==> src/bcl_defines.vh <==
/*
 * Constants of the burst configuration and link side-band block.
 * Assumes one core clock of 40 MHz and byte addresses on an AXI4-Lite bus.
 */
`ifndef BCL_DEFINES_VH
`define BCL_DEFINES_VH

`define BCL_LANES 4
`define BCL_WORD 67

`define BCL_CEIL_128 4'h5
`define BCL_CEIL_256 4'h8
`define BCL_CEIL_512 4'h9
`define BCL_SZ_32 4'h1
`define BCL_SZ_64 4'h2
`define BCL_SZ_128 4'h4
`define BCL_FLOOR_OFF 4'h0

`define BCL_RST_CEIL 4'h8
`define BCL_RST_SHORT 4'h2
`define BCL_RST_FLOOR 4'h0

`define BCL_A_CTRL 8'h00
`define BCL_A_STAT 8'h04
`define BCL_A_SIZE 8'h08
`define BCL_A_IRQ 8'h0c
`define BCL_A_MASK 8'h10

`define BCL_CTRL_PD 0
`define BCL_CTRL_TXEN 1
`define BCL_CTRL_CLR 2
`define BCL_RST_CTRL 3'h2

`define BCL_EV_TXCOR 0
`define BCL_EV_TXUNC 1
`define BCL_EV_RXCOR 2
`define BCL_EV_RXUNC 3
`define BCL_EV_BADCFG 4
`define BCL_EV_UNLOCK 5
`define BCL_EV_XCERR 6
`define BCL_NEV 7

`define BCL_RESP_OK 2'h0
`define BCL_RESP_ERR 2'h2

`endif

==> src/bcl_top.v <==
/*
 * Burst configuration, ECC status, external PLL side band and lane word
 * path, with an AXI4-Lite register slave and one level interrupt.
 * Assumes the lane words, memory ECC flags and scheduler run on core_clk;
 * burst codes and PLL signals come from other clocks and are synchronised.
 */
// Implementation choices: the AXI4-Lite interface to the registers and the register offsets.
`include "bcl_defines.vh"

module bcl_top (
    // Clock and reset
    input wire core_clk,
    input wire reset,
    // AXI4-Lite write address and data
    input wire [7:0] s_axi_awaddr,
    input wire s_axi_awvalid,
    output reg s_axi_awready,
    input wire [31:0] s_axi_wdata,
    input wire [3:0] s_axi_wstrb,
    input wire s_axi_wvalid,
    output reg s_axi_wready,
    // AXI4-Lite write response
    output reg [1:0] s_axi_bresp,
    output reg s_axi_bvalid,
    input wire s_axi_bready,
    // AXI4-Lite read
    input wire [7:0] s_axi_araddr,
    input wire s_axi_arvalid,
    output reg s_axi_arready,
    output reg [31:0] s_axi_rdata,
    output reg [1:0] s_axi_rresp,
    output reg s_axi_rvalid,
    input wire s_axi_rready,
    // Interrupt
    output reg irq,
    // Burst codes
    input wire [3:0] burst_size_ceiling,
    input wire [3:0] burst_size_short,
    input wire [3:0] burst_size_floor,
    // Applied burst sizes to the scheduler
    output reg [9:0] ceil_bytes,
    output reg [9:0] seg_bytes,
    output reg enh_sched_en,
    // Memory ECC flags and status
    input wire [1:0] tx_mem_ecc,
    input wire [1:0] rx_mem_ecc,
    output reg [1:0] tx_ecc_status,
    output reg [1:0] rx_ecc_status,
    // External PLL
    input wire tx_pll_locked,
    input wire tx_pll_cal_busy,
    input wire [3:0] tx_serial_clk,
    input wire mac_pll_locked,
    output reg tx_pll_powerdown,
    // Transmit lane words
    input wire [267:0] tx_user_data,
    input wire [3:0] tx_user_valid,
    input wire tx_user_am,
    output reg [267:0] tx_pma_data,
    output reg [3:0] tx_data_valid,
    output reg alignment_marker_valid,
    // Receive lane words
    input wire [267:0] rx_pma_data,
    input wire [3:0] rx_data_valid,
    input wire xcoder_err,
    output reg [267:0] rx_user_data,
    output reg [3:0] rx_user_valid
);

    function [31:0] lane_mask;
        input [3:0] strb;
        begin
            lane_mask = {{8{strb[3]}}, {8{strb[2]}}, {8{strb[1]}}, {8{strb[0]}}};
        end
    endfunction

    // Synchronisers for inputs from other clocks.
    reg [11:0] code_s1_r;
    reg [11:0] code_s2_r;
    reg [2:0] pll_s1_r;
    reg [2:0] pll_s2_r;
    reg lock_d_r;
    reg [3:0] sclk_s1_r;
    reg [3:0] sclk_s2_r;
    reg [3:0] sclk_d_r;
    reg [3:0] sclk_alive_r;

    reg [3:0] ceil_code_r;
    reg [3:0] short_code_r;
    reg [3:0] floor_code_r;
    wire [9:0] dec_ceil;
    wire [9:0] dec_seg;
    wire dec_enh;
    wire dec_ok;
    wire cand_ok;

    reg [2:0] ctrl_r;
    reg [`BCL_NEV-1:0] irq_st_r;
    reg [`BCL_NEV-1:0] irq_st_nxt;
    reg [`BCL_NEV-1:0] irq_mask_r;
    reg [`BCL_NEV-1:0] ev;
    reg [1:0] tx_ecc_d_r;
    reg [1:0] rx_ecc_d_r;
    reg bad_cfg_d_r;

    reg aw_hold_r;
    reg [7:0] aw_addr_r;
    reg w_hold_r;
    reg [31:0] w_data_r;
    reg [3:0] w_strb_r;
    wire wr_go;
    wire [31:0] wr_mask;
    wire wr_hit;
    reg [31:0] rd_val;
    reg rd_hit;

    wire tx_idle;
    wire tx_go;
    wire lock_now;

    assign lock_now = pll_s2_r[0];
    assign tx_idle = ~|tx_user_valid;
    assign tx_go = ctrl_r[`BCL_CTRL_TXEN] & ~ctrl_r[`BCL_CTRL_PD] & lock_now & ~pll_s2_r[1];
    assign wr_go = aw_hold_r & w_hold_r & ~s_axi_bvalid;
    assign wr_mask = lane_mask(w_strb_r);
    assign wr_hit = (aw_addr_r == `BCL_A_CTRL) || (aw_addr_r == `BCL_A_STAT)
        || (aw_addr_r == `BCL_A_SIZE) || (aw_addr_r == `BCL_A_IRQ)
        || (aw_addr_r == `BCL_A_MASK);

    // Decoder of the applied codes.
    bcl_burst_dec u_dec (
        .ceil_code(ceil_code_r),
        .short_code(short_code_r),
        .floor_code(floor_code_r),
        .ceil_bytes(dec_ceil),
        .seg_bytes(dec_seg),
        .enh_en(dec_enh),
        .cfg_ok(dec_ok)
    );

    // Decoder of the sampled codes, used to screen them before they apply.
    bcl_burst_dec u_cand (
        .ceil_code(code_s2_r[11:8]),
        .short_code(code_s2_r[7:4]),
        .floor_code(code_s2_r[3:0]),
        .ceil_bytes(),
        .seg_bytes(),
        .enh_en(),
        .cfg_ok(cand_ok)
    );

    // Two-flop synchronisers.
    always @(posedge core_clk) begin
        if (reset) begin
            code_s1_r <= 12'h000;
            code_s2_r <= 12'h000;
            pll_s1_r <= 3'h0;
            pll_s2_r <= 3'h0;
            lock_d_r <= 1'b0;
            sclk_s1_r <= 4'h0;
            sclk_s2_r <= 4'h0;
            sclk_d_r <= 4'h0;
        end else begin
            // The burst codes belong to another clock and are resampled here.
            code_s1_r <= {burst_size_ceiling, burst_size_short, burst_size_floor};
            code_s2_r <= code_s1_r;
            // Tied-low PLL inputs simply read as unlocked and idle.
            pll_s1_r <= {mac_pll_locked, tx_pll_cal_busy, tx_pll_locked};
            pll_s2_r <= pll_s1_r;
            lock_d_r <= lock_now;
            sclk_s1_r <= tx_serial_clk;
            sclk_s2_r <= sclk_s1_r;
            sclk_d_r <= sclk_s2_r;
        end
    end

    // Serial clock activity seen per lane; software clears it through CTRL.
    always @(posedge core_clk) begin
        if (reset) begin
            sclk_alive_r <= 4'h0;
        end else if (wr_go && aw_addr_r == `BCL_A_CTRL && w_strb_r[0]
            && w_data_r[`BCL_CTRL_CLR]) begin
            sclk_alive_r <= sclk_s2_r ^ sclk_d_r;
        end else begin
            sclk_alive_r <= sclk_alive_r | (sclk_s2_r ^ sclk_d_r);
        end
    end

    // Codes apply between bursts, no reset needed; a bad set never reaches the scheduler.
    always @(posedge core_clk) begin
        if (reset) begin
            ceil_code_r <= `BCL_RST_CEIL;
            short_code_r <= `BCL_RST_SHORT;
            floor_code_r <= `BCL_RST_FLOOR;
        end else if (tx_idle && cand_ok) begin
            ceil_code_r <= code_s2_r[11:8];
            short_code_r <= code_s2_r[7:4];
            floor_code_r <= code_s2_r[3:0];
        end
    end

    always @(posedge core_clk) begin
        if (reset) begin
            ceil_bytes <= 10'h000;
            seg_bytes <= 10'h000;
            enh_sched_en <= 1'b0;
        end else begin
            ceil_bytes <= dec_ceil;
            seg_bytes <= dec_seg;
            enh_sched_en <= dec_enh;
        end
    end

    // ECC status levels follow the memory flags.
    always @(posedge core_clk) begin
        if (reset) begin
            tx_ecc_status <= 2'h0;
            rx_ecc_status <= 2'h0;
            tx_ecc_d_r <= 2'h0;
            rx_ecc_d_r <= 2'h0;
            bad_cfg_d_r <= 1'b1;
        end else begin
            tx_ecc_status <= tx_mem_ecc;
            rx_ecc_status <= rx_mem_ecc;
            tx_ecc_d_r <= tx_mem_ecc;
            rx_ecc_d_r <= rx_mem_ecc;
            bad_cfg_d_r <= ~cand_ok;
        end
    end

    // Interrupt events: rising edges of flags, lock loss, transcoder errors.
    always @* begin
        ev = {`BCL_NEV{1'b0}};
        ev[`BCL_EV_TXCOR] = tx_mem_ecc[1] & ~tx_ecc_d_r[1];
        ev[`BCL_EV_TXUNC] = tx_mem_ecc[0] & ~tx_ecc_d_r[0];
        ev[`BCL_EV_RXCOR] = rx_mem_ecc[1] & ~rx_ecc_d_r[1];
        ev[`BCL_EV_RXUNC] = rx_mem_ecc[0] & ~rx_ecc_d_r[0];
        ev[`BCL_EV_BADCFG] = ~cand_ok & ~bad_cfg_d_r;
        ev[`BCL_EV_UNLOCK] = lock_d_r & ~lock_now;
        ev[`BCL_EV_XCERR] = xcoder_err;
        irq_st_nxt = irq_st_r;
        if (wr_go && aw_addr_r == `BCL_A_IRQ) begin
            irq_st_nxt = irq_st_r & ~(w_data_r[`BCL_NEV-1:0] & wr_mask[`BCL_NEV-1:0]);
        end
        // A new event in the clearing cycle is kept.
        irq_st_nxt = irq_st_nxt | ev;
    end

    // Control, interrupt status, mask and the interrupt line.
    always @(posedge core_clk) begin
        if (reset) begin
            ctrl_r <= `BCL_RST_CTRL;
            irq_st_r <= {`BCL_NEV{1'b0}};
            irq_mask_r <= {`BCL_NEV{1'b0}};
            irq <= 1'b0;
        end else begin
            irq_st_r <= irq_st_nxt;
            irq <= |(irq_st_nxt & irq_mask_r);
            if (wr_go && aw_addr_r == `BCL_A_CTRL) begin
                ctrl_r <= (ctrl_r & ~wr_mask[2:0]) | (w_data_r[2:0] & wr_mask[2:0]);
            end
            if (wr_go && aw_addr_r == `BCL_A_MASK) begin
                irq_mask_r <= (irq_mask_r & ~wr_mask[`BCL_NEV-1:0])
                    | (w_data_r[`BCL_NEV-1:0] & wr_mask[`BCL_NEV-1:0]);
            end
        end
    end

    // The reset controller holds the PLL down in reset and on request.
    always @(posedge core_clk) begin
        if (reset) begin
            tx_pll_powerdown <= 1'b1;
        end else begin
            tx_pll_powerdown <= ctrl_r[`BCL_CTRL_PD];
        end
    end

    // Lane words pass with one register stage each way.
    // Transmit words are dropped, not stalled, while the PLL is not ready.
    always @(posedge core_clk) begin
        if (reset) begin
            tx_pma_data <= 268'h0;
            tx_data_valid <= 4'h0;
            alignment_marker_valid <= 1'b0;
            rx_user_data <= 268'h0;
            rx_user_valid <= 4'h0;
        end else begin
            tx_pma_data <= tx_user_data;
            tx_data_valid <= tx_user_valid & {`BCL_LANES{tx_go}};
            alignment_marker_valid <= tx_user_am & tx_go;
            rx_user_data <= rx_pma_data;
            rx_user_valid <= rx_data_valid;
        end
    end

    always @* begin
        rd_val = 32'h0;
        rd_hit = 1'b1;
        case (s_axi_araddr)
            `BCL_A_CTRL: rd_val[2:0] = ctrl_r;
            `BCL_A_STAT: rd_val = {sclk_alive_r, 12'h000, pll_s2_r, dec_enh,
                ceil_code_r, short_code_r, floor_code_r};
            `BCL_A_SIZE: rd_val = {6'h0, dec_seg, 6'h0, dec_ceil};
            `BCL_A_IRQ: rd_val[`BCL_NEV-1:0] = irq_st_r;
            `BCL_A_MASK: rd_val[`BCL_NEV-1:0] = irq_mask_r;
            default: rd_hit = 1'b0;
        endcase
    end

    // AXI4-Lite write side: address and data taken in either order.
    always @(posedge core_clk) begin
        if (reset) begin
            s_axi_awready <= 1'b1;
            s_axi_wready <= 1'b1;
            s_axi_bvalid <= 1'b0;
            s_axi_bresp <= `BCL_RESP_OK;
            aw_hold_r <= 1'b0;
            aw_addr_r <= 8'h00;
            w_hold_r <= 1'b0;
            w_data_r <= 32'h0;
            w_strb_r <= 4'h0;
        end else begin
            if (s_axi_awvalid && s_axi_awready) begin
                aw_hold_r <= 1'b1;
                aw_addr_r <= s_axi_awaddr;
                s_axi_awready <= 1'b0;
            end
            if (s_axi_wvalid && s_axi_wready) begin
                w_hold_r <= 1'b1;
                w_data_r <= s_axi_wdata;
                w_strb_r <= s_axi_wstrb;
                s_axi_wready <= 1'b0;
            end
            if (wr_go) begin
                aw_hold_r <= 1'b0;
                w_hold_r <= 1'b0;
                s_axi_bvalid <= 1'b1;
                s_axi_bresp <= wr_hit ? `BCL_RESP_OK : `BCL_RESP_ERR;
            end
            if (s_axi_bvalid && s_axi_bready) begin
                s_axi_bvalid <= 1'b0;
                s_axi_awready <= 1'b1;
                s_axi_wready <= 1'b1;
            end
        end
    end

    // AXI4-Lite read side: one read at a time, answered one cycle later.
    always @(posedge core_clk) begin
        if (reset) begin
            s_axi_arready <= 1'b1;
            s_axi_rvalid <= 1'b0;
            s_axi_rdata <= 32'h0;
            s_axi_rresp <= `BCL_RESP_OK;
        end else begin
            if (s_axi_arvalid && s_axi_arready) begin
                s_axi_arready <= 1'b0;
                s_axi_rvalid <= 1'b1;
                s_axi_rdata <= rd_val;
                s_axi_rresp <= rd_hit ? `BCL_RESP_OK : `BCL_RESP_ERR;
            end
            if (s_axi_rvalid && s_axi_rready) begin
                s_axi_rvalid <= 1'b0;
                s_axi_arready <= 1'b1;
            end
        end
    end

endmodule // bcl_top

==> src/bcl_burst_dec.v <==
/*
 * Decoder of the burst size codes into byte counts and a validity flag.
 * Assumes stable codes from registers on the same clock.
 */
`include "bcl_defines.vh"

module bcl_burst_dec (
    // Codes
    input wire [3:0] ceil_code,
    input wire [3:0] short_code,
    input wire [3:0] floor_code,
    // Decoded values
    output reg [9:0] ceil_bytes,
    output reg [9:0] seg_bytes,
    output reg enh_en,
    output reg cfg_ok
);

    function [9:0] small_bytes;
        input [3:0] code;
        begin
            case (code)
                `BCL_SZ_32: small_bytes = 10'h020;
                `BCL_SZ_64: small_bytes = 10'h040;
                `BCL_SZ_128: small_bytes = 10'h080;
                default: small_bytes = 10'h000;
            endcase
        end
    endfunction

    reg [9:0] short_b;
    reg [9:0] floor_b;

    always @* begin
        case (ceil_code)
            `BCL_CEIL_128: ceil_bytes = 10'h080;
            `BCL_CEIL_256: ceil_bytes = 10'h100;
            `BCL_CEIL_512: ceil_bytes = 10'h200;
            default: ceil_bytes = 10'h000;
        endcase
        short_b = small_bytes(short_code);
        if (short_code == `BCL_SZ_128) begin
            short_b = 10'h000;
        end
        floor_b = small_bytes(floor_code);
        enh_en = (floor_code != `BCL_FLOOR_OFF);
        // A floor in effect replaces the short size for segmentation.
        seg_bytes = enh_en ? floor_b : short_b;
        cfg_ok = (ceil_bytes != 10'h000) && (short_b != 10'h000)
            && (!enh_en || (floor_b != 10'h000))
            && (!enh_en || ({floor_b, 1'b0} <= {1'b0, ceil_bytes}));
    end

endmodule // bcl_burst_dec

==> config.mk <==
export PLATFORM = sky130hd
export DESIGN_NAME = bcl_top
export DESIGN_NICKNAME = d
export VERILOG_FILES = /design/src/bcl_top.v /design/src/bcl_burst_dec.v
export VERILOG_INCLUDE_DIRS = /design/src
export SDC_FILE = /design/constraint.sdc
export NUM_CORES = 1
export LEC_CHECK = 0
export ABC_AREA = 1
export ABC_CLOCK_PERIOD_IN_PS = 4400
export BUFFER_PORTS_ARGS = -buffer_cell sky130_fd_sc_hd__buf_2
export CAP_MARGIN = 20
export CORE_AREA = 2 2 479 481
export CTS_BUF_LIST = sky130_fd_sc_hd__clkbuf_8
export CTS_CLUSTER_DIAMETER = 150
export DETAILED_ROUTE_END_ITERATION = 6
export DIE_AREA = 0 0 481 483
export GPL_ROUTABILITY_DRIVEN = 0
export GPL_TIMING_DRIVEN = 0
export HOLD_SLACK_MARGIN = 0.03
export PLACE_DENSITY_LB_ADDON = 0.15
export SLEW_MARGIN = 20
export SYNTH_ARGS = -nofsm -noshare
export SYNTH_HDL_FRONTEND = slang
export SYNTH_SLANG_ARGS = --single-unit
==> constraint.sdc <==
create_clock -name core_clk -period 4.4 [get_ports core_clk]
set_input_delay 0.44 -clock core_clk [delete_from_list [all_inputs] [get_ports core_clk]]
set_output_delay 0.44 -clock core_clk [all_outputs]
set_load 0.1 [all_outputs]
==> metrics.md <==
| Metric | Value |
|---|---|
| Crit end category | flip-flop |
| H-tree depth | 4 |
| Num ports | 1241 |
| Combinational Power Share | 22.3% |
| Most prevalent standard cell on the critical path | dlygate4sd3_1 |
| Post-Route Utilization | 17.49% |
| DR DRC count | 0 |
| Area Overhead vs Synth | 91.58% |
| CTS Buffer Depth | 3 |
| Nets@finish | 4997 |
| Yosys top cell area share | 66.02% |
| Kind of start point of the critical path | input pin |
| Post-Place Worst Slack | 875.8 ps |
| Synth warn | 0 |
| Net Sw Power | 0.006433 W |
| Largest net degree at the start of global routing | 17 |
| Clk root buf | clkbuf_8 |
| Clock power frac | 40.4% |
| Max incr delay on CP | 690 ps |
| Die Footprint | 232300 sq um |
| Pre-Repair DR Iteration Count | 5 |
| Yosys reg bits | 683 |
| Clk_skew | 39.52 ps |
| Core Rows | 175 |
| Share of layout cells above drive strength 1 | 34.26% |
| DP HPWL | 118.1 mm |
| All-Layer GR Usage | 11.79% |
| Hold Vio Cnt, Final | 0 |
| Final Non-Filler Cells | 7520 |
| Final Max Slew Viols | 0 |
| Top post-synthesis cells by count | dfxtp_1 (683), nor2_1 (662), inv_1 (639) |
| Setup total negative slack | 0 ps |
| Starting density of the core | 9.130% |
| Die height | 483 microns |
| Chip Width | 481 microns |
| Sequential area share after synthesis | 66.02% |
| Synth cell types | 38 |
| Leak | 20.72 nW |
| Syn Area/Cell | 8.629 sq um |
| Worst Hold Depth | 5 |
| Global-route wire length before repair | 189.2 mm |
| Most frequent cell after synthesis | dfxtp_1 |
| CP cell instances | dlygate4sd3_1 -> buf_2 -> nor2_2 -> dlygate4sd3_1 -> nand4_2 -> dlygate4sd3_1 -> nor2_2 -> dlygate4sd3_1 -> nand4_1 -> a21oi_1 |
| Max_cap viols | 0 |
| EDFF count, synth | 0 |
| Sequential share of power | 37.3% |
| Sw Share | 36.17% |
| Internal power | 0.01135 W |
| Routed WL | 140.9 mm |
| Post-synth top area cell | dfxtp_1 |
| Cells on worst reg2reg path | 15 |
| Clock slew at reported path FFs | 60 ps |
| DRT iter0 DRCs | 793 |
| Clock Sinks | 683 |
| Ys flop type | dfxtp_1 |
| Vias in the first global route | 23380 |
| Antenna violations before repair | 84 |
| Final ANT Viol Nets | 0 |
| Largest cells by area after synthesis | dfxtp_1 (66%), nor2_1 (12%), inv_1 (12%) |
| Outcome | finished clean |
| Cell Pwr Density | 448.3 nW/um^2 |
| Detailed-route wire length per cell | 18.73 microns |
| Total power | 0.01779 W |
| Worst min-delay path class | in2reg |
| CP Data Required Time | 5180 ps |
| Hold path start | s_axi_wvalid |
| Core Area | 226800 sq um |
| Rel. slew slack | 28.58% |
| Placed instance count | 6620 |
| Asr flop ratio synth | 0% |
| Worst setup margin | 1377 ps |
| Gate Count Post-Synth | 2400 |
| Worst EP arrival | 3810 ps |
| Clk_lat worst skew | 860 ps |
| Max Fanout on Critical Path | 4 |
| Via count | 22080 |
| Worst r2r src | code_s2_r[10]$_SDFF_PP0_ |
| Critical path origin | s_axi_araddr[0] |
| Port bufs | 1187 |
| Critical path start-end classification | in2reg |
| Fin crit period | 3023 ps |
| Setup Viol. Count Final | 0 |
| Grt ovf | 0 |
| Mapped cell area | 20710 sq um |
| CTS tree | yes |
| Period Utilization, post-route | 68.70% |
| Worst slew pin tran | 1071 ps |
| Via density | 2.936 |
| Worst path slowest cell | dlygate4sd3_1 |
| Maximum VDD drop | 0.2461 mV |
| Post-CTS Resized | 0 |
| Unrepaired setup endpoints after global routing | no |
| Number of buffers created by CTS | 146 |
| F_max | 0.3308 GHz |
-- kinds of logic after synthesis --
family | count (synthesis) | synth area share (%)
adders and majority gates | 2 | 0.1208
other | 1 | 0.01811
buffers and inverters | 755 | 14.58
xor gates and xnor gates | 4 | 0.1691
AOI/OAI and AO/OA | 111 | 2.942
DFF | 683 | 66.02
and+or+nand+nor | 844 | 16.14
-- what timing repair did --
action / 4_1_cts / 5_1_grt
hold endpoints to repair: 624 / 0
buffers inserted: 0 / 0
hold buffers: 608 / 0
-- final cells by class --
type | instances | area, sq um
fill | 26190 | 187200
sequential | 683 | 13670
timing repair buffer | 1795 | 12030
multi-input combinational | 986 | 4106
tap | 3009 | 3765
clock buffer | 183 | 2519
inverter | 646 | 2425
buffer | 109 | 596.8
clock inverter | 75 | 479.2
antenna | 34 | 85.08
-- metal layers --
layer / up-vias / share of wire, % / GRT usage, % / routed length, microns
li1: 10730 / - / - / -
met1: 10140 / 43 / 14.28 / 60560
met2: 933 / 47 / 19.86 / 66490
met3: 253 / 7.5 / 3.898 / 10520
met4: 26 / 2.2 / 3.053 / 3112
met5: - / 0.12 / 0 / 173
-- critical path: cells and delay by family --
family	cells	cell delay, ps
buffers and inverters	5	2620
AOI/OAI and AO/OA	1	140
and+or+nand+nor	4	600
-- worst paths after layout --
path                            slack, ps                      endpoint
worst max-delay path                 1380  s_axi_rdata[23]$_SDFFE_PP0P_
worst min-delay path                  180      w_data_r[3]$_SDFFE_PP0P_
worst max register to register       2270   ceil_code_r[2]$_SDFFE_PP0P_
worst min register to register        400       code_s2_r[3]$_SDFF_PP0_
-- registers in the layout, indices dropped and copies added (netlist names), 3 cells and up, named ones only --
register       cells
rx_user_data     268
tx_pma_data      268
s_axi_rdata       23
code_s1_r         12
code_s2_r         12
aw_addr_r          8
irq_st_r           7
w_data_r           7
ceil_code_r        4
floor_code_r       4
rx_user_valid      4
sclk_alive_r       4
sclk_d_r           4
sclk_s1_r          4
sclk_s2_r          4
short_code_r       4
tx_data_valid      4
ceil_bytes         3
pll_s1_r           3
pll_s2_r           3
seg_bytes          3
-- cells in the final DEF (no fill, tap or decap), types with 4 or more instances in the layout --
master	instances
buf_4	27
nor2_4	4
a21oi_1	46
buf_2	1249
o21ai_1	4
clkinv_2	16
nand2_1	120
clkinvlp_4	5
inv_2	6
o211ai_1	5
nor2_1	662
nor3_1	6
nand3_1	20
or2_2	6
nor2_2	7
inv_1	680
conb_1	25
o21ai_0	44
nand2_2	5
nand3_2	4
clkbuf_1	16
diode_2	34
dfxtp_1	683
inv_6	4
dlygate4sd3_1	608
xnor2_1	4
clkbuf_8	183
-- stage by stage --
stage / instance area, sq um / hold WS (ps)
after global routing: 39630 / 133.5
after floorplan: 20800 / 388.3
after CTS: 39590 / 30.08
after global placement: 30510 / 397.1
after detailed placement: 30510 / 396.1
final: 39680 / 183.8
-- power groups by stage --
| stage | combinational (W) | sequential (W) | clock (W) |
|---|---|---|---|
| finish | 0.00397 | 0.00663 | 0.00719 |
| floorplan | 0.000490 | 0.00878 | 0 |
| detailed placement | 0.00354 | 0.00676 | 0 |
| global route | 0.00415 | 0.00666 | 0.00788 |
| CTS | 0.00404 | 0.00663 | 0.00763 |
| global placement | 0.00354 | 0.00676 | 0 |
(Power assumes the default switching activity.)
